**config.mk**
```make
export PLATFORM = sky130hd
export DESIGN_NAME = position_error_clear_and_gear
export DESIGN_NICKNAME = d
export VERILOG_FILES = /design/src/gear_pkg.sv /design/src/position_error_clear_and_gear.sv
export SDC_FILE = /design/constraint.sdc
export NUM_CORES = 1
export LEC_CHECK = 0
export BUFFER_PORTS_ARGS = -buffer_cell sky130_fd_sc_hd__buf_2
export CORE_ASPECT_RATIO = 1.5
export CORE_UTILIZATION = 40
export DETAILED_ROUTE_END_ITERATION = 10
export SYNTH_ARGS = -nofsm -noshare
export SYNTH_HDL_FRONTEND = slang
export SYNTH_SLANG_ARGS = --single-unit
export TNS_END_PERCENT = 50
```
**constraint.sdc**
```tcl
create_clock -name clk -period 19.2 [get_ports clk]
set_input_delay 2.88 -clock clk [delete_from_list [all_inputs] [get_ports clk]]
set_output_delay 2.88 -clock clk [all_outputs]
set_load 0.01 [all_outputs]
```
**src/gear_pkg.sv**
```systemverilog
// Constants, register map and carrier types of the position command front
// end. Assumes a 32-bit APB register bus and a single 10 MHz clock.
`default_nettype none

package gear_pkg;

    // ------------------------------------------------------------------
    // Register byte offsets
    // ------------------------------------------------------------------
    localparam logic [7:0] ADDR_CONTROL = 8'h00;
    localparam logic [7:0] ADDR_COMMAND = 8'h04;
    localparam logic [7:0] ADDR_NUM_SHORT = 8'h08;
    localparam logic [7:0] ADDR_DEN_SHORT = 8'h0c;
    localparam logic [7:0] ADDR_NUM_HIGH = 8'h10;
    localparam logic [7:0] ADDR_NUM_LOW = 8'h14;
    localparam logic [7:0] ADDR_DEN_HIGH = 8'h18;
    localparam logic [7:0] ADDR_DEN_LOW = 8'h1c;
    localparam logic [7:0] ADDR_ERROR = 8'h20;
    localparam logic [7:0] ADDR_STATUS = 8'h24;

    // ------------------------------------------------------------------
    // Field positions
    // ------------------------------------------------------------------
    localparam int CTRL_WIDTH_BIT = 0;
    localparam int CTRL_POLICY_LSB = 1;
    localparam int CMD_RESTART_BIT = 0;
    localparam int STAT_LOOP_BIT = 0;
    localparam int STAT_CLEAR_BIT = 1;
    localparam int STAT_WIDE_BIT = 2;
    localparam int STAT_READY_BIT = 3;

    // ------------------------------------------------------------------
    // Clear policies and ratio width codes
    // ------------------------------------------------------------------
    localparam logic [1:0] PURGE_ON_OFF = 2'h0;
    localparam logic [1:0] PURGE_NEVER = 2'h1;
    localparam logic [1:0] PURGE_ON_OFF_OT = 2'h2;
    localparam logic WIDTH_SHORT = 1'b0;

    // ------------------------------------------------------------------
    // Reset values and limits
    // ------------------------------------------------------------------
    localparam logic [1:0] RST_POLICY = PURGE_ON_OFF;
    localparam logic RST_WIDTH = WIDTH_SHORT;
    localparam logic [15:0] RST_SHORT = 16'h0001;
    localparam logic [15:0] RST_HIGH = 16'h0000;
    localparam logic [15:0] RST_LOW = 16'h0001;
    localparam logic [15:0] SHORT_MIN = 16'h0001;
    localparam logic [15:0] PART_MIN = 16'h0001;
    localparam logic [15:0] PART_MAX = 16'h270f;
    localparam int GEAR_W = 27;
    localparam logic [GEAR_W-1:0] GEAR_SCALE = 27'h2710;
    localparam int RES_W = GEAR_W + 2;
    localparam logic [3:0] PIN_IDLE = 4'h1;

    // One step of a position stream; dir high means reverse.
    typedef struct packed {
        logic step;
        logic dir;
    } step_t;

endpackage

`default_nettype wire

```
**src/position_error_clear_and_gear.sv**
```systemverilog
// Position command front end: electronic gear scaling of reference steps,
// position error counter and its clear policies, APB register slave.
// Assumes reference and feedback steps arrive already decoded on clk, and
// that the clear, servo-on, overtravel and zero clamp levels come from pins.
`default_nettype none

module position_error_clear_and_gear
    import gear_pkg::*;
#(
    parameter int CNT_W = 32
) (
    input wire logic clk,
    input wire logic rst,
    input wire logic psel,
    input wire logic penable,
    input wire logic pwrite,
    input wire logic [7:0] paddr,
    input wire logic [31:0] pwdata,
    output logic [31:0] prdata,
    output logic pready,
    output logic pslverr,
    input wire logic deviation_reset_input_n,
    input wire logic servo_on,
    input wire logic overtravel,
    input wire logic zero_clamp,
    input wire step_t ref_in,
    output logic ref_ready,
    input wire step_t fb_in,
    output step_t cmd_out,
    output logic loop_run,
    output logic signed [CNT_W-1:0] correction
);

    if (CNT_W < 8 || CNT_W > 32) begin : g_bad_width
        $error("CNT_W must lie between 8 and 32");
    end

    // ------------------------------------------------------------------
    // Pin synchronisers
    // ------------------------------------------------------------------
    logic [3:0] pins_raw;
    logic [3:0] s1_q;
    logic [3:0] s2_q;
    logic [3:0] s3_q;
    logic [3:0] pin_q;

    assign pins_raw = {zero_clamp, overtravel, servo_on,
                       deviation_reset_input_n};

    always_ff @(posedge clk) begin
        if (rst) begin
            s1_q <= PIN_IDLE;
            s2_q <= PIN_IDLE;
            s3_q <= PIN_IDLE;
        end else begin
            s1_q <= pins_raw;
            s2_q <= s1_q;
            s3_q <= s2_q;
        end
    end

    // A level is accepted only when two stages agree, so a single glitch
    // near a sampling edge never reaches the counter.
    for (genvar i = 0; i < 4; i++) begin : g_pin
        always_ff @(posedge clk) begin
            if (rst) begin
                pin_q[i] <= PIN_IDLE[i];
            end else if (s2_q[i] == s3_q[i]) begin
                pin_q[i] <= s3_q[i];
            end
        end
    end

    logic clr_active;
    logic srv_on;
    logic ot_active;
    logic zc_active;

    assign clr_active = ~pin_q[0];
    assign srv_on = pin_q[1];
    assign ot_active = pin_q[2];
    assign zc_active = pin_q[3];

    // ------------------------------------------------------------------
    // Register file
    // ------------------------------------------------------------------
    logic width_q;
    logic [1:0] policy_q;
    logic [15:0] num_short_q;
    logic [15:0] den_short_q;
    logic [15:0] num_high_q;
    logic [15:0] num_low_q;
    logic [15:0] den_high_q;
    logic [15:0] den_low_q;
    logic wr_access;
    logic rd_setup;
    logic mapped;
    logic value_ok;
    logic wr_ok;
    logic restart;
    logic [15:0] wval;

    assign pready = 1'b1;
    assign wr_access = psel && penable && pwrite;
    assign rd_setup = psel && !penable && !pwrite;
    assign wval = pwdata[15:0];

    always_comb begin
        mapped = 1'b1;
        value_ok = 1'b1;
        case (paddr)
            ADDR_CONTROL: value_ok = pwdata[2:1] != 2'h3;
            ADDR_COMMAND: value_ok = 1'b1;
            ADDR_NUM_SHORT, ADDR_DEN_SHORT: begin
                value_ok = pwdata[31:16] == 16'h0000 && wval >= SHORT_MIN;
            end
            ADDR_NUM_HIGH, ADDR_DEN_HIGH: begin
                value_ok = pwdata[31:16] == 16'h0000 && wval <= PART_MAX;
            end
            ADDR_NUM_LOW, ADDR_DEN_LOW: begin
                value_ok = pwdata[31:16] == 16'h0000 && wval >= PART_MIN
                    && wval <= PART_MAX;
            end
            ADDR_ERROR, ADDR_STATUS: value_ok = 1'b1;
            default: mapped = 1'b0;
        endcase
    end

    assign wr_ok = wr_access && mapped && value_ok;
    assign pslverr = psel && penable && (!mapped || (pwrite && !value_ok));
    assign restart = wr_ok && paddr == ADDR_COMMAND
        && pwdata[CMD_RESTART_BIT];

    always_ff @(posedge clk) begin
        if (rst) begin
            width_q <= RST_WIDTH;
            policy_q <= RST_POLICY;
        end else if (wr_ok && paddr == ADDR_CONTROL) begin
            width_q <= pwdata[CTRL_WIDTH_BIT];
            policy_q <= pwdata[CTRL_POLICY_LSB +: 2];
        end
    end

    always_ff @(posedge clk) begin
        if (rst) begin
            num_short_q <= RST_SHORT;
            den_short_q <= RST_SHORT;
            num_high_q <= RST_HIGH;
            num_low_q <= RST_LOW;
            den_high_q <= RST_HIGH;
            den_low_q <= RST_LOW;
        end else if (wr_ok) begin
            case (paddr)
                ADDR_NUM_SHORT: num_short_q <= wval;
                ADDR_DEN_SHORT: den_short_q <= wval;
                ADDR_NUM_HIGH: num_high_q <= wval;
                ADDR_NUM_LOW: num_low_q <= wval;
                ADDR_DEN_HIGH: den_high_q <= wval;
                ADDR_DEN_LOW: den_low_q <= wval;
                default: ;
            endcase
        end
    end

    // ------------------------------------------------------------------
    // Active gear ratio
    // ------------------------------------------------------------------
    logic [GEAR_W-1:0] num_wide;
    logic [GEAR_W-1:0] den_wide;
    logic [GEAR_W-1:0] num_act_q;
    logic [GEAR_W-1:0] den_act_q;
    logic wide_act_q;

    assign num_wide = GEAR_W'(num_high_q) * GEAR_SCALE
        + GEAR_W'(num_low_q);
    assign den_wide = GEAR_W'(den_high_q) * GEAR_SCALE
        + GEAR_W'(den_low_q);

    // Register writes only stage new operands; the running ratio changes
    // at a restart, so a ratio is never half updated mid-move.
    always_ff @(posedge clk) begin
        if (rst) begin
            num_act_q <= GEAR_W'(RST_SHORT);
            den_act_q <= GEAR_W'(RST_SHORT);
            wide_act_q <= RST_WIDTH;
        end else if (restart) begin
            wide_act_q <= width_q;
            if (width_q == WIDTH_SHORT) begin
                num_act_q <= GEAR_W'(num_short_q);
                den_act_q <= GEAR_W'(den_short_q);
            end else begin
                num_act_q <= num_wide;
                den_act_q <= den_wide;
            end
        end
    end

    // ------------------------------------------------------------------
    // Clear policy
    // ------------------------------------------------------------------
    logic purge;

    always_comb begin
        case (policy_q)
            PURGE_ON_OFF: purge = !srv_on;
            PURGE_ON_OFF_OT: purge = (!srv_on || ot_active) && !zc_active;
            default: purge = 1'b0;
        endcase
    end

    // ------------------------------------------------------------------
    // Gear engine
    // ------------------------------------------------------------------
    logic signed [RES_W-1:0] res_q;
    logic signed [RES_W-1:0] num_s;
    logic signed [RES_W-1:0] den_s;
    logic cmd_up;
    logic cmd_dn;
    logic zero_all;

    assign num_s = signed'({2'b00, num_act_q});
    assign den_s = signed'({2'b00, den_act_q});
    assign cmd_up = res_q >= den_s;
    assign cmd_dn = res_q <= -den_s;
    assign ref_ready = !cmd_up && !cmd_dn;
    assign zero_all = clr_active || purge;

    // The residue holds B times steps minus A times increments issued, so
    // the fractional part survives between reference steps. A new step
    // waits until the previous one has been spent.
    always_ff @(posedge clk) begin
        if (rst || zero_all) begin
            res_q <= '0;
        end else if (cmd_up) begin
            res_q <= res_q - den_s;
        end else if (cmd_dn) begin
            res_q <= res_q + den_s;
        end else if (ref_in.step) begin
            res_q <= ref_in.dir ? res_q - num_s : res_q + num_s;
        end
    end

    always_ff @(posedge clk) begin
        if (rst) begin
            cmd_out <= '0;
        end else begin
            cmd_out.step <= cmd_up || cmd_dn;
            cmd_out.dir <= cmd_dn;
        end
    end

    // ------------------------------------------------------------------
    // Error counter and loop gate
    // ------------------------------------------------------------------
    logic signed [CNT_W-1:0] err_q;
    logic signed [CNT_W-1:0] err_d;
    logic signed [CNT_W-1:0] delta;

    always_comb begin
        delta = '0;
        if (cmd_up) begin
            delta = delta + CNT_W'(1);
        end else if (cmd_dn) begin
            delta = delta - CNT_W'(1);
        end
        if (fb_in.step) begin
            delta = fb_in.dir ? delta + CNT_W'(1) : delta - CNT_W'(1);
        end
        err_d = err_q + delta;
    end

    always_ff @(posedge clk) begin
        if (rst) begin
            err_q <= '0;
        end else if (clr_active) begin
            err_q <= '0;
        end else if (purge) begin
            err_q <= '0;
        end else begin
            err_q <= err_d;
        end
    end

    always_ff @(posedge clk) begin
        if (rst) begin
            loop_run <= 1'b0;
            correction <= '0;
        end else begin
            loop_run <= srv_on && !clr_active;
            correction <= (srv_on && !clr_active) ? err_q : '0;
        end
    end

    // ------------------------------------------------------------------
    // Read data
    // ------------------------------------------------------------------
    always_ff @(posedge clk) begin
        if (rst) begin
            prdata <= '0;
        end else if (rd_setup) begin
            case (paddr)
                ADDR_CONTROL: prdata <= {29'h0, policy_q, width_q};
                ADDR_NUM_SHORT: prdata <= {16'h0, num_short_q};
                ADDR_DEN_SHORT: prdata <= {16'h0, den_short_q};
                ADDR_NUM_HIGH: prdata <= {16'h0, num_high_q};
                ADDR_NUM_LOW: prdata <= {16'h0, num_low_q};
                ADDR_DEN_HIGH: prdata <= {16'h0, den_high_q};
                ADDR_DEN_LOW: prdata <= {16'h0, den_low_q};
                ADDR_ERROR: prdata <= 32'(err_q);
                ADDR_STATUS: begin
                    prdata <= '0;
                    prdata[STAT_LOOP_BIT] <= loop_run;
                    prdata[STAT_CLEAR_BIT] <= clr_active;
                    prdata[STAT_WIDE_BIT] <= wide_act_q;
                    prdata[STAT_READY_BIT] <= ref_ready;
                end
                default: prdata <= '0;
            endcase
        end
    end

endmodule

`default_nettype wire

```
==> flow_summary.toml <==
[outcome]
status = "finished, final reports clean"

[place]
place_ws_ps = 10960
hpwlAfterDp_um = 57400
port-buffer-count = 121
globalplace.congestion = 0.955

[clock_tree]
postCtsHoldBufs = 0
worst_skew_pair.late_latency_ps = 550
cts_setup_buffers = 0
post_cts_resized = 0
cts.path.max_buffers = 3
cts_tree = "built"
htree_levels = 2
clkSlewWorstSetupHoldPaths_ps = 60
cts-root-buf = "clkbuf_16"
numCtsBuffers = 34
cts.sinks = 298

[route]
drt_iter0_drc = 1024
final_antenna_net_count = 0
drc = 0
wl_per_cell_um = 18.9
first_pass_iters = 5
wl_um = 73500
vias = 21300
viasPerCell = 5.46

[worst_hold_path]
whs_path_depth = 1
min_from = "s1_q[0]$_SDFF_PP1_"
holdPathEnd = "s2_q[0]$_SDFF_PP1_"
holdCritPathClass = "flip-flop to flip-flop"

[power_and_ir_drop]
leakagePower_nw = 11.8
power_density_mw_per_mm2 = 51.4
peakVddDrop_mv = 0.0783

[finish]
seq_area_mm2 = 0.00597
area_growth_pct = 9.75
multi_input_area_mm2 = 0.0170
fill_cells = 6154
antenna_cells = 0
drive_gt1_share_pct = 7.98
nets = 3474

[synth]
ys_ff_latch = 298
synth_fa_ha_area_share_pct = 19.5
synth_compound_area_share_pct = 19.1
synth_top_family_by_area = "adder cells"
synth_flop_cell = "dfxtp_1"
synthXorXnorAreaFrac_pct = 7.73
synth_cell_type_count = 88
yosysSeqAreaShare_pct = 24.3
syn_inst = 3037
muxShareOfSynthArea_pct = 4.94
synthArstFlopShare_pct = 0
synth_warnings = 0
yosys.area_share.simple_pct = 17.8
syn-num-nets = 3427
synth_edf_count = 0
syn-mean-instance-area_um2 = 8.08
netlist_area_mm2 = 0.0245

[critical_path]
crit_slowest_cell = "nor4_1"
crit_arrival_ps = 5930
cpPeakStageDelay_ps = 640
r2r_cells = 28
worst-path-stages = 16
crit_chain = "nor4_1, nand2_1, or4_1, nor4_1, nand2_1, nor4_1, xnor2_1, ha_1, nand4_1, nor4_1, nand2_1, o221ai_1, o21ai_4, buf_4, nor2_1, buf_2"
crit_fanout = 60
path_delay_family = "simple AND/OR/NAND/NOR gates"
path_class = "flip-flop to primary output"
crit_buf_inv = 2
worst_setup_path_start_kind = "flip-flop"
r2r_end = "err_q[30]$_SDFF_PP0_"
reg2reg_from = "den_act_q[2]$_SDFFE_PP0P_"
rrSetupSlack_ps = 10980
required_ps = 16320
cp-end-kind = "primary output"
crit_top_cell = "nor4_1"

[floorplan]
die_y_um = 305
coreArea_mm2 = 0.0603
boundaryPins = 123
die_w_um = 204
num_rows = 110
dieArea_mm2 = 0.0624
start_util_pct = 40.7

[grt]
grt_pass1_wl_um = 114000
antenna_found_initial = 2
grt_pass1_vias = 20600
grt_max_degree = 87
grt_overflow = 0
grt_usage_pct = 23.4

[sta]
skew_ps = 28.6
worst_slew_pin_slew_ps = 1080
finalHoldViolations = 0
fmax_mhz = 114
min_period_ps = 8810
setup_slack_ps = 10390
finalSetupViolCount = 0
rsz0062_at_grt = "false"
fin_crit_sh_pct = 45.9
report.final.slew_viol_count = 0
max_slew_margin_pct = 27.4
setup_tns_ps = 0
fin_hold_ws_ps = 403

[flow_run]
drv_cap = 0
## stage by stage
stage	area [µm²]	power [mW]	utilization, %	std cells
finish	26900	1.39	44.7	3892
CTS	26900	1.40	44.7	3892
detailed placement	25800	0.725	42.8	3832
global placement	25800	0.725	42.8	3832
floorplan	24500	0.697	-	3037
global route	26900	1.43	44.7	3892
## cells by family after synthesis
kind of cell    count (synthesis)
simple gates                  912
other cells                     1
flops                         298
buf+inv                       419
xor+xnor                      215
compound gates                735
mux                           120
fa+ha+maj                     337
## flip-flops by register name (all words and copies together), names as in the netlist, 27 cells and up
signal      flops
correction     32
err_q          32
prdata         32
res_q          29
den_act_q      27
num_act_q      27
## how the worst max path moves through the flow
stage | start | to | slack (ps)
detailed placement | den_act_q[2]$_SDFFE_PP0P_ | ref_ready | 10960
finish | den_act_q[2]$_SDFFE_PP0P_ | ref_ready | 10390
CTS | den_act_q[2]$_SDFFE_PP0P_ | ref_ready | 10380
global route | den_act_q[2]$_SDFFE_PP0P_ | ref_ready | 10070
global placement | den_act_q[2]$_SDFFE_PP0P_ | ref_ready | 11170
floorplan | paddr[2] | pslverr | 11830
## power breakdown
| group | leakage [nW] | switching, mW | internal, mW |
|---|---|---|---|
| Sequential | 2.40 | 0.00126 | 0.620 |
| Combinational | 8.87 | 0.0595 | 0.0311 |
| Clock | 0.536 | 0.282 | 0.391 |
## Yosys cell counts, types with 9 or more instances
cell type | instances | area, µm²
or3_1 | 20 | 125
and2_1 | 41 | 257
o211ai_1 | 23 | 173
o21bai_1 | 19 | 143
a221o_1 | 10 | 100
inv_1 | 282 | 1060
nor4_1 | 25 | 156
nor2_1 | 317 | 1190
a31oi_1 | 21 | 131
o21ai_0 | 168 | 841
buf_2 | 12 | 60.1
xnor2_1 | 153 | 1340
fa_1 | 75 | 1500
a211oi_1 | 65 | 488
xor2_1 | 60 | 526
nand2b_1 | 25 | 156
a221oi_1 | 12 | 105
nand4_1 | 24 | 150
a22oi_1 | 15 | 113
nor3b_1 | 13 | 97.6
mux2i_1 | 114 | 1140
o21a_1 | 28 | 210
ha_1 | 262 | 3280
a21o_1 | 52 | 390
o22ai_1 | 11 | 68.8
clkbuf_1 | 110 | 413
nor3_1 | 67 | 335
or2_2 | 9 | 56.3
nand3_1 | 56 | 280
and3_1 | 14 | 87.6
a21oi_1 | 217 | 1090
a311oi_1 | 9 | 78.8
nand2_1 | 223 | 837
dfxtp_1 | 298 | 5970
nor2b_1 | 32 | 200
## layer usage
layer  global-route usage (%)  vias to the layer above  share of wire, %
li1                         -                    10700                 -
met1                     27.1                     9908                41
met2                     41.5                      504                50
met3                     2.12                      154               3.7
met4                     13.5                        0               5.9
met5                        0                        -                 0
## placed cells by master, fill, tap and decap left out, types with 10 or more instances in the layout
cell,n
a21oi_1,217
a31oi_1,21
nand4_1,24
dfxtp_1,298
a221oi_1,12
nor2_1,315
and3_1,14
o211ai_1,23
clkbuf_16,35
nor3_1,62
nand2_1,223
nand2b_1,25
fa_1,75
nor4_1,25
o21ai_0,166
o22ai_1,11
nor3b_1,13
or3_1,20
a22oi_1,15
xnor2_1,153
ha_1,262
buf_4,27
nor2b_1,32
buf_2,120
o21a_1,28
a211oi_1,65
o21bai_1,19
and2_1,42
mux2i_1,114
a221o_1,10
nand3_1,56
inv_1,282
a21o_1,52
xor2_1,60
## layout make-up
class	count	area share [%]
clock buffers	47	3.53
clock inverters	13	0.632
inverters	282	3.93
multi-input cells	2320	63.1
flip-flops and latches	298	22.1
well taps	784	3.64
repair buffers	148	3.02
No activity file was read; power rests on OpenSTA's default activity.
